==> config.mk <==
export PLATFORM = sky130hd
export DESIGN_NAME = brht_top
export DESIGN_NICKNAME = d
export VERILOG_FILES = /design/src/hdl/brht_pkg.sv /design/src/hdl/brht_reading_reg.sv /design/src/hdl/brht_top.sv
export VERILOG_INCLUDE_DIRS = /design/src /design/src/hdl
export SDC_FILE = /design/constraint.sdc
export NUM_CORES = 1
export LEC_CHECK = 0
export BUFFER_PORTS_ARGS = -buffer_cell sky130_fd_sc_hd__buf_2
export CAP_MARGIN = 10
export CORE_ASPECT_RATIO = 0.75
export CORE_MARGIN = 2
export CORE_UTILIZATION = 35
export CTS_CLUSTER_SIZE = 28
export DETAILED_ROUTE_END_ITERATION = 8
export HOLD_SLACK_MARGIN = 0.06
export SLEW_MARGIN = 30
export SYNTH_ARGS = -nofsm -noshare
export SYNTH_HDL_FRONTEND = slang
export SYNTH_HIERARCHICAL = 1
export SYNTH_SLANG_ARGS = --single-unit
export TNS_END_PERCENT = 1
==> constraint.sdc <==
create_clock -name core_clk -period 1.7 [get_ports core_clk]
set_input_delay 0.17 -clock core_clk [delete_from_list [all_inputs] [get_ports core_clk]]
set_output_delay 0.17 -clock core_clk [all_outputs]
set_load 0.005 [all_outputs]
==> src/hdl/brht_params.svh <==
// constants for the bus reading hold/trigger block
// assumes inclusion by both the package and the main module
`ifndef BRHT_PARAMS_SVH
`define BRHT_PARAMS_SVH
`define BRHT_ADDR_W        5
`define BRHT_ADDR_MAX      5'h1E
`define BRHT_TALK_BASE     8'h40
`define BRHT_LISTEN_BASE   8'h20
`define BRHT_UNTALK        8'h5F
`define BRHT_UNLISTEN      8'h3F
`define BRHT_TRIGGER_CMD   8'h08
`define BRHT_SEL_CLEAR     8'h04
`define BRHT_READING_W     32
`define BRHT_CHAR_W        8
`define BRHT_SAMPLE_DIV    24'h000400
`endif

==> src/hdl/brht_pkg.sv <==
// types for the bus reading hold/trigger block
// assumes brht_params.svh is on the include path
`include "brht_params.svh"
package brht_pkg;
  typedef logic [`BRHT_ADDR_W-1:0] brht_addr_t;
  typedef logic [`BRHT_READING_W-1:0] brht_reading_t;

  // one byte offered by the controller
  typedef struct packed {
    logic       valid;
    logic       atn;
    logic [7:0] data;
  } brht_bus_byte_s;

  typedef enum logic [1:0] {
    BRHT_IDLE,
    BRHT_MEASURE,
    BRHT_HELD
  } brht_meas_e;
endpackage

==> src/hdl/brht_reading_reg.sv <==
// held reading store with registered read port
// assumes a single writer and one clock
`timescale 1ns/10ps
`default_nettype none
module brht_reading_reg
  import brht_pkg::*;
#(
  parameter int WIDTH = 32
) (
  // clock and reset
  input  wire logic             core_clk,
  input  wire logic             reset,
  // write side
  input  wire logic             wr_en,
  input  wire logic [WIDTH-1:0] wr_data,
  // read side
  output logic      [WIDTH-1:0] rd_data
);
  initial begin
    if (WIDTH < 1) $error("width must be positive");
  end

  logic [WIDTH-1:0] mem_reg;

  // store and register the read copy
  always_ff @(posedge core_clk) begin
    if (reset) begin
      mem_reg <= '0;
      rd_data <= '0;
    end else begin
      if (wr_en) mem_reg <= wr_data;
      rd_data <= mem_reg;
    end
  end
endmodule
`default_nettype wire

==> src/hdl/brht_top.sv <==
// bus readout logic: talk addressing, hold and free-running readings
// assumes bus bytes arrive decoded and synchronous to core_clk
`timescale 1ns/10ps
`default_nettype none
`include "brht_params.svh"
module brht_top
  import brht_pkg::*;
#(
  parameter int SAMPLE_DIV = `BRHT_SAMPLE_DIV
) (
  // clock and reset
  input  wire logic           core_clk,
  input  wire logic           reset,
  // address switch and mode
  input  wire brht_addr_t     bus_address,
  input  wire logic           single_shot_hold_mode,
  input  wire logic           reset_cmd,
  // bus side
  input  wire brht_bus_byte_s bus_in,
  input  wire logic           ifc,
  input  wire logic           reading_ack,
  // measurement engine
  output logic                meas_start,
  input  wire logic           meas_done,
  input  wire brht_reading_t  meas_value,
  // outputs
  output logic                talker_active,
  output logic                listener_active,
  output logic                address_valid,
  output logic                reading_ready,
  output brht_reading_t       reading_out,
  output brht_reading_t       display_value
);
  initial begin
    if (SAMPLE_DIV < 1 || SAMPLE_DIV > 24'hFFFFFF) $error("bad sample divider");
  end

  localparam logic [23:0] DIV_LAST = 24'(SAMPLE_DIV - 1);

  typedef struct packed {
    brht_meas_e    meas;
    logic [23:0]   rate_cnt;
    logic          talk;
    logic          listen;
    logic          addr_ok;
    logic          ready;
    logic          start;
    logic          wr;
    logic          rdy;
    brht_reading_t display;
  } brht_state_s;

  brht_state_s st_reg;
  brht_state_s st_next;
  brht_reading_t held_rd;

  // talk/listen address for this setting
  function automatic logic [7:0] addr_char(input logic [7:0] base, input brht_addr_t a);
    return base + {3'h0, a};
  endfunction

  // trigger only counts when addressed to listen, or when reset_cmd is asserted
  logic trig;
  assign trig = reset_cmd
    | (bus_in.valid & bus_in.atn & bus_in.data == `BRHT_TRIGGER_CMD & st_reg.listen);

  // next state
  always_comb begin
    st_next = st_reg;
    st_next.start = 1'b0;
    st_next.wr = 1'b0;
    st_next.addr_ok = (bus_address <= `BRHT_ADDR_MAX);
    if (bus_in.valid && bus_in.atn && st_next.addr_ok) begin
      if (bus_in.data == addr_char(`BRHT_TALK_BASE, bus_address)) begin
        st_next.talk = 1'b1;
      end else if (bus_in.data[7:5] == 3'h2 || bus_in.data == `BRHT_UNTALK) begin
        st_next.talk = 1'b0;                                     // another talker took over, or untalk
      end
      if (bus_in.data == addr_char(`BRHT_LISTEN_BASE, bus_address)) begin
        st_next.listen = 1'b1;
      end else if (bus_in.data == `BRHT_UNLISTEN) begin
        st_next.listen = 1'b0;
      end
    end
    // reading leaves once consumed by a talk-addressed read
    if (reading_ack && st_reg.talk && st_reg.ready) begin
      st_next.ready = 1'b0;
    end
    st_next.rate_cnt = (st_reg.rate_cnt == DIV_LAST) ? 24'h000000 : st_reg.rate_cnt + 24'h000001;
    case (st_reg.meas)
      BRHT_IDLE: begin
        if (!single_shot_hold_mode) begin
          if (st_reg.rate_cnt == DIV_LAST) begin
            st_next.start = 1'b1;
            st_next.meas = BRHT_MEASURE;
          end
        end else begin
          st_next.start = 1'b1;
          st_next.meas = BRHT_MEASURE;
        end
      end
      BRHT_MEASURE: begin
        if (meas_done) begin
          st_next.display = meas_value;
          st_next.wr = 1'b1;
          st_next.ready = 1'b1;
          st_next.meas = single_shot_hold_mode ? BRHT_HELD : BRHT_IDLE;
        end
      end
      BRHT_HELD: begin
        // display frozen; a trigger starts exactly one new reading
        if (trig) begin
          st_next.start = 1'b1;
          st_next.ready = 1'b0;
          st_next.meas = BRHT_MEASURE;
        end else if (!single_shot_hold_mode) begin
          st_next.meas = BRHT_IDLE;
        end
      end
      default: st_next.meas = BRHT_IDLE;
    endcase
    // interface clear drops addressing only, not the reading
    if (ifc) begin
      st_next.talk = 1'b0;
      st_next.listen = 1'b0;
    end
    // registered so the pin comes straight from a flop
    st_next.rdy = st_next.ready & st_next.talk;
  end

  // state register
  always_ff @(posedge core_clk) begin
    if (reset) begin
      st_reg <= '0;
      st_reg.meas <= BRHT_IDLE;
    end else begin
      st_reg <= st_next;
    end
  end

  brht_reading_reg #(.WIDTH(`BRHT_READING_W)) u_hold (
    .core_clk (core_clk),
    .reset    (reset),
    .wr_en    (st_reg.wr),
    .wr_data  (st_reg.display),
    .rd_data  (held_rd)
  );

  // outputs straight from flops
  always_ff @(posedge core_clk) begin
    if (reset) begin
      reading_out <= '0;
    end else begin
      reading_out <= held_rd;
    end
  end
  assign talker_active   = st_reg.talk;
  assign listener_active = st_reg.listen;
  assign address_valid   = st_reg.addr_ok;
  assign reading_ready   = st_reg.rdy;
  assign meas_start      = st_reg.start;
  assign display_value   = st_reg.display;
endmodule
`default_nettype wire

# ---- Word level (Yosys, flattened, before mapping)
# Index checks and enable logic that the tools add are counted.
dict set report word_totals {
  register_bits 161
  latch_bits 0
  ram_bits 0
  mem_bits_ro 0
  inputBits 54
  output_inout_bits 69
  wordCells 69
  n_memories 0
}
dict set report classes {
  addsub 3
  mul 0
  div_mod_pow 0
  n_lt_le_gt_ge 1
  eq_ne 12
  shifts 0
  mux 21
  bitwise_logic 6
  n_reduce_logical 13
}
# op n
set op_table {}
lappend op_table {{adder 24 x 1 -> 24 bit, second input constant} 1}
lappend op_table {{equality test 24 x 10 -> 1 bit, second input constant} 1}
lappend op_table {{two-way mux 2 bit} 9}
lappend op_table {{two-way mux 1 bit} 9}
lappend op_table {{adder 7 x 5 -> 8 bit, first input constant} 1}
lappend op_table {{equality test 8 x 4 -> 1 bit, second input constant} 1}
lappend op_table {{equality test 8 x 6 -> 1 bit, second input constant} 1}
lappend op_table {{equality test 8 x 7 -> 1 bit} 1}
lappend op_table {{equality test 8 x 7 -> 1 bit, second input constant} 1}
lappend op_table {{equality test 8 bit} 1}
lappend op_table {{adder 6 x 5 -> 7 bit, first input constant} 1}
lappend op_table {{inequality test 3 bit, second input constant} 2}
lappend op_table {{case mux 2 bit (3 select lines)} 1}
lappend op_table {{OR reduction 2 bit} 3}
lappend op_table {{<= comparator 5 bit, second input constant} 1}
lappend op_table {{AND 1 bit} 4}
lappend op_table {{logical AND 1 bit} 4}
lappend op_table {{case mux 1 bit (2 select lines)} 2}
lappend op_table {{AND reduction 2 bit} 2}
lappend op_table {{equality test 3 x 2 -> 1 bit, second input constant} 1}
lappend op_table {{AND reduction 3 bit} 1}
lappend op_table {{equality test 2 x 1 -> 1 bit, second input constant} 1}
lappend op_table {{equality test 2 bit, second input constant} 1}
lappend op_table {{logical NOT 2 bit} 1}
lappend op_table {{5 further kinds} 5}

# ---- Depth between registers and ports, before layout
# Gate-level depths: netlist of run 1.
dict set report depth {
  depth_word 7
  depth_mapped 7
  mapped_depth_nobuf 6
}

# ---- Hierarchy
# Netlist of run 1, hierarchy kept.
# mod instances cells_per_inst area_per_inst_um2 seq_area_each_um2
set modules_own_cells {}
lappend modules_own_cells {brht_top 1 426 3819.9 1941.9}
lappend modules_own_cells {brht_reading_reg 1 171 2028.2 1281.2}

# ---- Least setup slack after synthesis of run 1
# Ideal clock, no wire load.
dict set report synth_path {
  path_kind {register to register}
  start {register st_reg[39] (netlist name)}
  end {register st_reg[63] (netlist name)}
  setup_time_ps 64
  arrival_time_ps 1463
  slack_ps 173
  path_stages_with_launch 7
  path_buffers 0
  synth_period_minus_slack_ps 1527
  cell_sequence {dfxtp_1 -> ha_1 -> nand2_1 -> nor2_2 -> a31o_2 -> or4b_1 -> nand4_1}
}
dict set report synth_via {
  elab_chain_len 3
}
# element line
set synth_lines {}
lappend synth_lines {{from (decl)} brht_top.sv:53} ;# brht_state_s st_reg;
lappend synth_lines {{from (signal assigned)} brht_top.sv:137} ;# st_reg <= st_next;
lappend synth_lines {{equality test 24 x 10 -> 1 bit} brht_top.sv:93} ;# if (st_reg.rate_cnt == DIV_LAST) begin
lappend synth_lines {{inequality test 3 bit (no line)} n/a}
lappend synth_lines {{AND reduction 3 bit (no line)} n/a}
# No other way between the ends.
# A chain may end at the register's enable or synchronous reset.

# ---- Worst setup path after layout of run 1
dict set report layout_path {
  start {register st_reg, in the netlist listener_active}
  end {register st_reg[63] (netlist name)}
}
dict set report layout_via {
  elab_chain_len 4
}
# element line
set layout_lines {}
lappend layout_lines {{AND 1 bit (*)} brht_top.sv:65} ;# | (bus_in.valid & bus_in.atn & bus_in.data == `BRHT_TRIGGER_CMD & st_reg.listen);
lappend layout_lines {{OR 1 bit (*)} brht_top.sv:64} ;# assign trig = reset_cmd
lappend layout_lines {{inequality test 3 bit (no line) / two-way mux 2 bit (equally long branches)} n/a}
lappend layout_lines {{AND reduction 3 bit (no line) / case mux 2 bit (3 select lines) (equally long branches)} n/a}
# Mark *: on every way between the ends. The rest lies on a longest branch, timed or not.

==> metrics.cfg, run 1 <==
[run_status]
outcome = finished, final reports clean

[synth]
ys_async_sr_fraction = 0
post_synth.cell_area_avg_um2 = 9.80
synthesized_netlist_net_count = 656
synth_area_um2 = 5850
dominantRegCellSynth = sky130_fd_sc_hd__dfxtp_1
synth-seq-area-share = 0.551
yosysTopAreaCellShare = 0.551
synthTopCellsByArea = sky130_fd_sc_hd__dfxtp_1 55%, sky130_fd_sc_hd__nor2b_1 6.8%, sky130_fd_sc_hd__mux2i_1 5.6%
number_of_cells_produced_by_synthesis = 597
ys_ff_latch = 161
synth_cell_type_count = 39
yosysWarningCount = 6
post_synth_top_area_cell = sky130_fd_sc_hd__dfxtp_1
synth_enable_flop_cells = 0

[clocking]
clkLatencyLatePin_ps = 420
tritoncts = yes
cts.path.max_buffers = 2
clock-root-buffer = sky130_fd_sc_hd__clkbuf_16
numClockSinks = 161
postCtsSetupRepairBufs = 0
total_cts_buffers = 17
clk_transition_reported_paths_ps = 70
clock_tree.htree_level_count = 4

[sta]
setup-violations-final = 0
max_frequency_ghz = 0.612
fin_crit_ps = 1630
finalWorstSetupSlack_ps = 66.5
fin_tns_setup_ps = 0
finClkSkew_ps = 9.54
slew_headroom = 0.606
layout_worst_path_cycle_share = 0.961
timing.final.max_slew_violations = 0
tightest_slew_ps = 591
hold_violations = 0
unrepaired_setup_endpoints_after_global_routing = no

[setup_path]
rr_endpoint = st_reg[63]
startpoint = listener_active
critPathMaxStageDelay_ps = 550
crit_path_end_kind = register
reg2reg_depth = 5
critPathArrivalTime_ps = 1990
critical_path_depth = 5
classification_of_the_worst_setup_path = register to register
crit_family = simple AND/OR/NAND/NOR gates
rrSetupSlack_ps = 70
critical_path.endpoint = st_reg[63]
cp.buffers_inverters = 0
worst_path_max_delay_cell = sky130_fd_sc_hd__or4_1
worst_ep_required_time_ps = 2050
crit_path_start_kind = register
cell_by_cell_listing_of_the_critical_path = nor4b_4 > and3_4 > o22ai_2 > or4_1 > nand4_1
rr_startpoint = listener_active
crit_path_max_fanout = 5

[placement]
post-dp-hpwl_um = 7910
place.port_buffers = 122
routabilityCongestion = 0.905
dp_slack_ps = 21.3

[global_routing]
grt_util_all_layers = 0.138
antenna_violations_before_repair = 0
first_global_vias = 3964
globalRoute.totalOverflow = 0
largest_net_degree_at_the_start_of_global_routing = 138
wire_length_of_the_first_global_routing_pass_um = 19600

[routing]
drtAntennaViolNets = 0
detail_route.iter0.violations = 270
vias_per_cell = 4.54
detail_route.first_pass.iterations = 4
num_vias = 4278
avgRoutedWirePerCell_um = 12.9
routed_wl_um = 12100
drc_errors = 0

[run]
timing.max_cap.violations = 0

[pwr]
power.share.sequential = 0.475
power.leakage_nw = 3.02
p_comb_frac = 0.112
power.switching_fraction = 0.261
p_per_area_nw_per_um2 = 1170
worst_ir_drop_vdd_mv = 0.685
internal-power_mw = 6.33
power.share.clock = 0.413
power.net_switching_mw = 2.24

[final_layout]
finish.net_count = 778
fillCellCount = 1542
area.growth.synth_to_final_pct = 25.1
drive_gt1_frac = 0.247
insertedDiodeCount = 0

[floorplanning]
fp-row-count = 40
die_area_um2 = 17800
top_level_ports = 123
die_w_um = 153
die-height_um = 116
initial_core_utilization = 0.362
core_area_um2 = 16200

[hold_path]
holdCritPathClass = input pin to register
worst_hold_path.num_cells = 4

[worst min-delay path by stage]
stage	startpoint	end	slack [ps]
2_1_floorplan	ifc	reading_ready	250
3_3_place_gp	ifc	listener_active	380
3_5_place_dp	ifc	talker_active	380
4_1_cts	bus_address[3]	address_valid	80
5_1_grt	bus_address[0]	address_valid	100
6_report	bus_address[3]	address_valid	90
[through the flow]
step                cell area (um2)  cells  total power [mW]  hold WS, ps   util
floorplan                      5850    597              4.82          246      -
global placement               6400    876              5.00          377  0.396
detailed placement             6400    876              5.04          383  0.396
CTS                            7300    942              8.67         76.6  0.451
global route                   7320    942              8.99          102  0.453
finish                         7320    942              8.57         89.7  0.453
[cell type report]
class	instances	area [um2]	share of cell area
inverter	4	15.0	0.00205
timing repair buffer	166	1050	0.144
clock buffer	19	453	0.0619
sequential	161	3230	0.441
multi-input combinational	369	2210	0.301
clock inverter	13	100	0.0137
tap	210	263	0.0359
[timing repair]
action                                  CTS  global route
hold endpoints to repair                 37             0
resized for setup                         2             7
hold buffers                             34             0
endpoints found under the setup margin    1             5
[worst register-to-register path: cells and delay by family, from the launching register on]
kind               cells  cell delay, ps
and+or+nand+nor        4            1110
DFF                    1             360
AOI/OAI and AO/OA      1              90
[synthesized netlist by cell type, drive strengths merged (3+ instances only)]
master  number
inv          4
buf         50
dfxtp      161
clkbuf      13
ha           5
nand3        9
and3         9
nor3         3
o21ai        4
and4         5
a21oi       34
a31o         3
nand2       77
xor2        16
xnor2       10
nor2        64
mux2i       33
nor4         4
nand4        8
nor2b       64
[routing by layer]
metal  up-vias  wire length [um]  track usage
li1       2159                 -            -
met4         0               143       0.0506
met3        16               654       0.0516
met2       113              5560        0.219
met1      1990              5760        0.173
met5         -                 0            0
[layout by cell type, fill, tap and decap left out, types with 5 or more instances in the layout]
cell type	synthesis	layout
sky130_fd_sc_hd__a21oi_1	34	34
sky130_fd_sc_hd__and3_1	9	8
sky130_fd_sc_hd__buf_2	10	121
sky130_fd_sc_hd__buf_4	33	9
sky130_fd_sc_hd__clkbuf_16	0	17
sky130_fd_sc_hd__dfxtp_1	161	157
sky130_fd_sc_hd__dlygate4sd3_1	0	34
sky130_fd_sc_hd__inv_6	0	5
sky130_fd_sc_hd__mux2i_1	33	33
sky130_fd_sc_hd__nand2_1	77	76
sky130_fd_sc_hd__nand3_1	9	9
sky130_fd_sc_hd__nand4_1	8	8
sky130_fd_sc_hd__nor2_1	63	63
sky130_fd_sc_hd__nor2b_1	64	64
sky130_fd_sc_hd__xnor2_1	10	10
sky130_fd_sc_hd__xor2_1	16	16
[cells by family (layout without fill, tap and decap cells)]
group / count (synthesis) / after routing / share of synthesized area
buffers and inverters: 67 / 202 / 0.0760
and+or+nand+nor: 259 / 259 / 0.223
adders and majority gates: 5 / 5 / 0.0107
AOI/OAI and AO/OA: 46 / 46 / 0.0439
xor gates and xnor gates: 26 / 26 / 0.0389
muxes: 33 / 33 / 0.0565
DFF: 161 / 161 / 0.551
[power groups by stage]
| stage | registers (mW) | logic [mW] | clock network, mW |
|---|---|---|---|
| after floorplan | 4.09 | 0.729 | 0 |
| after global placement | 4.14 | 0.860 | 0 |
| after CTS | 4.06 | 0.961 | 3.65 |
| final | 4.07 | 0.957 | 3.54 |
| after detailed placement | 4.15 | 0.891 | 0 |
| after global routing | 4.09 | 1.08 | 3.82 |
Power figures use the tool's default switching activity.
==> run 2: changes to the inputs <==
- ABC_AREA: default -> 1
==> metrics.cfg, run 2 <==
[routing]
num_vias = 5103  ; +19%
routed_wl_um = 13500  ; +12%
detail_route.first_pass.iterations = 5  ; +1
avgRoutedWirePerCell_um = 10.9  ; -15%
detail_route.iter0.violations = 330  ; +22%
vias_per_cell = 4.11  ; -9.6%
drc_errors = 0  ; unchanged
drtAntennaViolNets = 0  ; unchanged

[placement]
dp_slack_ps = 155  ; +133 ps
placed_cells = 1177  ; +34%
post-dp-hpwl_um = 9000  ; +14%
routabilityCongestion = 0.832  ; -8.1%
place.port_buffers = 122  ; unchanged

[synth]
post_synth_top_area_cell = sky130_fd_sc_hd__dfxtp_1
number_of_cells_produced_by_synthesis = 859  ; +44%
synthTopCellsByCount = 222 x sky130_fd_sc_hd__nor2_1, 161 x sky130_fd_sc_hd__dfxtp_1, 134 x sky130_fd_sc_hd__nand2_1
ys_async_sr_fraction = 0  ; unchanged
yosysWarningCount = 6  ; unchanged
dominantRegCellSynth = sky130_fd_sc_hd__dfxtp_1
ys_ff_latch = 161  ; unchanged
synth_enable_flop_cells = 0  ; unchanged
post_synth.cell_area_avg_um2 = 7.54  ; -23%
synthesized_netlist_net_count = 918  ; +40%
dominant_cell_by_count_in_the_synthesized_netlist = sky130_fd_sc_hd__nor2_1
synth-seq-area-share = 0.498  ; -0.0534
synthTopCellsByArea = sky130_fd_sc_hd__dfxtp_1 50%, sky130_fd_sc_hd__nor2_1 13%, sky130_fd_sc_hd__nand2_1 7.8%
yosysTopAreaCellShare = 0.498  ; -0.0534
synth_area_um2 = 6470  ; +11%
synth_cell_type_count = 38  ; -2.6%

[final_layout]
layout_common_cells = 222 x sky130_fd_sc_hd__nor2_1, 159 x sky130_fd_sc_hd__dfxtp_1, 134 x sky130_fd_sc_hd__nand2_1, 131 x sky130_fd_sc_hd__inv_1, 122 x sky130_fd_sc_hd__buf_2
drive_gt1_frac = 0.215  ; -0.0324
area.growth.synth_to_final_pct = 24.2
register_area_um2 = 3230  ; about the same
finish.net_count = 1042  ; +34%
multi_input_area_um2 = 2280  ; +3.3%
insertedDiodeCount = 0  ; unchanged
layout.cells.non_filler = 1243  ; +32%
fillCellCount = 1881  ; +22%
final_common_cell = sky130_fd_sc_hd__nor2_1

[clocking]
total_cts_buffers = 17  ; unchanged
numClockSinks = 161  ; unchanged
postCtsSetupRepairBufs = 0  ; unchanged
clock-root-buffer = sky130_fd_sc_hd__clkbuf_16
cts.path.max_buffers = 2  ; unchanged
clock_tree.htree_level_count = 4  ; unchanged
clkLatencyLatePin_ps = 420  ; about the same
clk_transition_reported_paths_ps = 70  ; about the same
tritoncts = yes

[sta]
setup-violations-final = 0  ; unchanged
timing.final.max_slew_violations = 0  ; unchanged
finalWorstSetupSlack_ps = 200  ; +134 ps
fin_tns_setup_ps = 0  ; unchanged
fin_crit_ps = 1500  ; -134 ps
layout_worst_path_cycle_share = 0.882  ; -0.0786
tightest_slew_ps = 353  ; -238 ps
max_frequency_ghz = 0.667  ; +8.9%
hold_violations = 0  ; unchanged
slew_headroom = 0.762  ; +0.156
finClkSkew_ps = 13.0  ; +3.45 ps
finalHoldWorstSlack_ps = 89.8  ; +0.0975 ps
unrepaired_setup_endpoints_after_global_routing = no

[run_status]
outcome = finished, final reports clean

[floorplanning]
top_level_ports = 123  ; unchanged
die_area_um2 = 19600  ; +10%
die_w_um = 161  ; +5.1%
initial_core_utilization = 0.354  ; -0.00780
die-height_um = 122  ; +5.0%
core_area_um2 = 18300  ; +13%
fp-row-count = 43  ; +7.5%

[global_routing]
wire_length_of_the_first_global_routing_pass_um = 22200  ; +13%
globalRoute.totalOverflow = 0  ; unchanged
grt_util_all_layers = 0.143  ; +0.00539
use_met2 = 0.206  ; -0.0128
first_global_vias = 4552  ; +15%
antenna_violations_before_repair = 0  ; unchanged
grtUsageMet3 = 0.0371  ; -0.0145
largest_net_degree_at_the_start_of_global_routing = 65  ; -53%
met1_usage = 0.205  ; +0.0319
global_route.peak_usage_layer = met2

[setup_path]
crit_path_max_fanout = 5  ; unchanged
classification_of_the_worst_setup_path = register to register
crit_path_end_kind = register
critPathArrivalTime_ps = 1810  ; -180 ps
crit_path_start_kind = register
rrSetupSlack_ps = 200  ; +130 ps
startpoint = st_reg[39]
rr_startpoint = st_reg[39]
worst_ep_required_time_ps = 2010  ; -40 ps

[pwr]
p_per_area_nw_per_um2 = 1280  ; +8.9%
worst_ir_drop_vdd_mv = 0.539  ; -21%
power.leakage_nw = 3.57  ; +18%

[hold_path]
hold_path_startpoint = bus_address[0]
holdCritPathClass = input pin to register

[run]
timing.max_cap.violations = 0  ; unchanged

[run 2: changes by cell type in the layout (fill, tap and decap cells not counted), sizes merged, moves of 31 or more]
cell	change
inv	+136
mux2i	-33
nand2	+65
nor2	+181
nor2b	-64
o21ai	+31
[run 2: kinds of logic (layout without fill, tap and decap cells)]
family                     Yosys count  in the layout  share of synthesized area
xor gates and xnor gates             7              7                    0.00947
AOI/OAI and AO/OA                   57             57                     0.0466
adders and majority gates            5              5                    0.00966
and+or+nand+nor                    430            430                      0.286
buffers and inverters              199            336                      0.150
DFF                                161            161                      0.498
[run 2: final timing paths]
| kind | cells after the start | endpoint |
|---|---|---|
| setup / recovery | 12 | st_reg[57] |
| hold / removal | 4 | address_valid |
| setup reg to reg | 12 | st_reg[57] |
| hold reg to reg | 2 | reading_out[20] |
[run 2: where the power goes]
part | internal (mW) | switching [mW]
Combinational | 0.713 | 0.934
Sequential | 4.20 | 0.245
Clock | 2.52 | 1.65
[run 2: cell type report]
type                    instances  area share
clock buffers                  18      0.0534
well taps                     247      0.0384
repair buffers                166       0.132
flip-flops and latches        161       0.401
multi-input cells             499       0.283
inverters                     138      0.0650
clock inverters                14      0.0268
[run 2: worst max-delay path: stages (launching register included)]
cell	delay (ps)
sky130_fd_sc_hd__dfxtp_2	370
sky130_fd_sc_hd__ha_1	180
sky130_fd_sc_hd__nand2_1	60
sky130_fd_sc_hd__inv_2	90
sky130_fd_sc_hd__nand2_4	80
sky130_fd_sc_hd__nor2_8	120
sky130_fd_sc_hd__nand2_4	70
sky130_fd_sc_hd__nor2_4	120
sky130_fd_sc_hd__nand2_2	80
sky130_fd_sc_hd__clkinv_1	60
sky130_fd_sc_hd__nand2_1	40
sky130_fd_sc_hd__nand2_1	70
sky130_fd_sc_hd__nor2_2	40
[run 2: per-stage QoR]
step,utilization,power (mW),instance area (um2)
finish,0.440,10.3,8040
global placement,0.386,6.10,7060
floorplan,-,5.82,6470
detailed placement,0.386,6.11,7060
CTS,0.440,10.4,8040
global route,0.440,10.9,8040
[run 2: layer usage]
layer | share of wire | wire, um
met5 | 0 | 0
met4 | 0.0081 | 109
met3 | 0.058 | 787
met2 | 0.41 | 5480
met1 | 0.53 | 7130
[run 2: repair_timing]
item | in CTS | in global routing
endpoints found under the setup margin | 0 | 1
endpoints found under the hold margin | 36 | 0
hold buffers | 34 | 0
resized for setup | 0 | 1
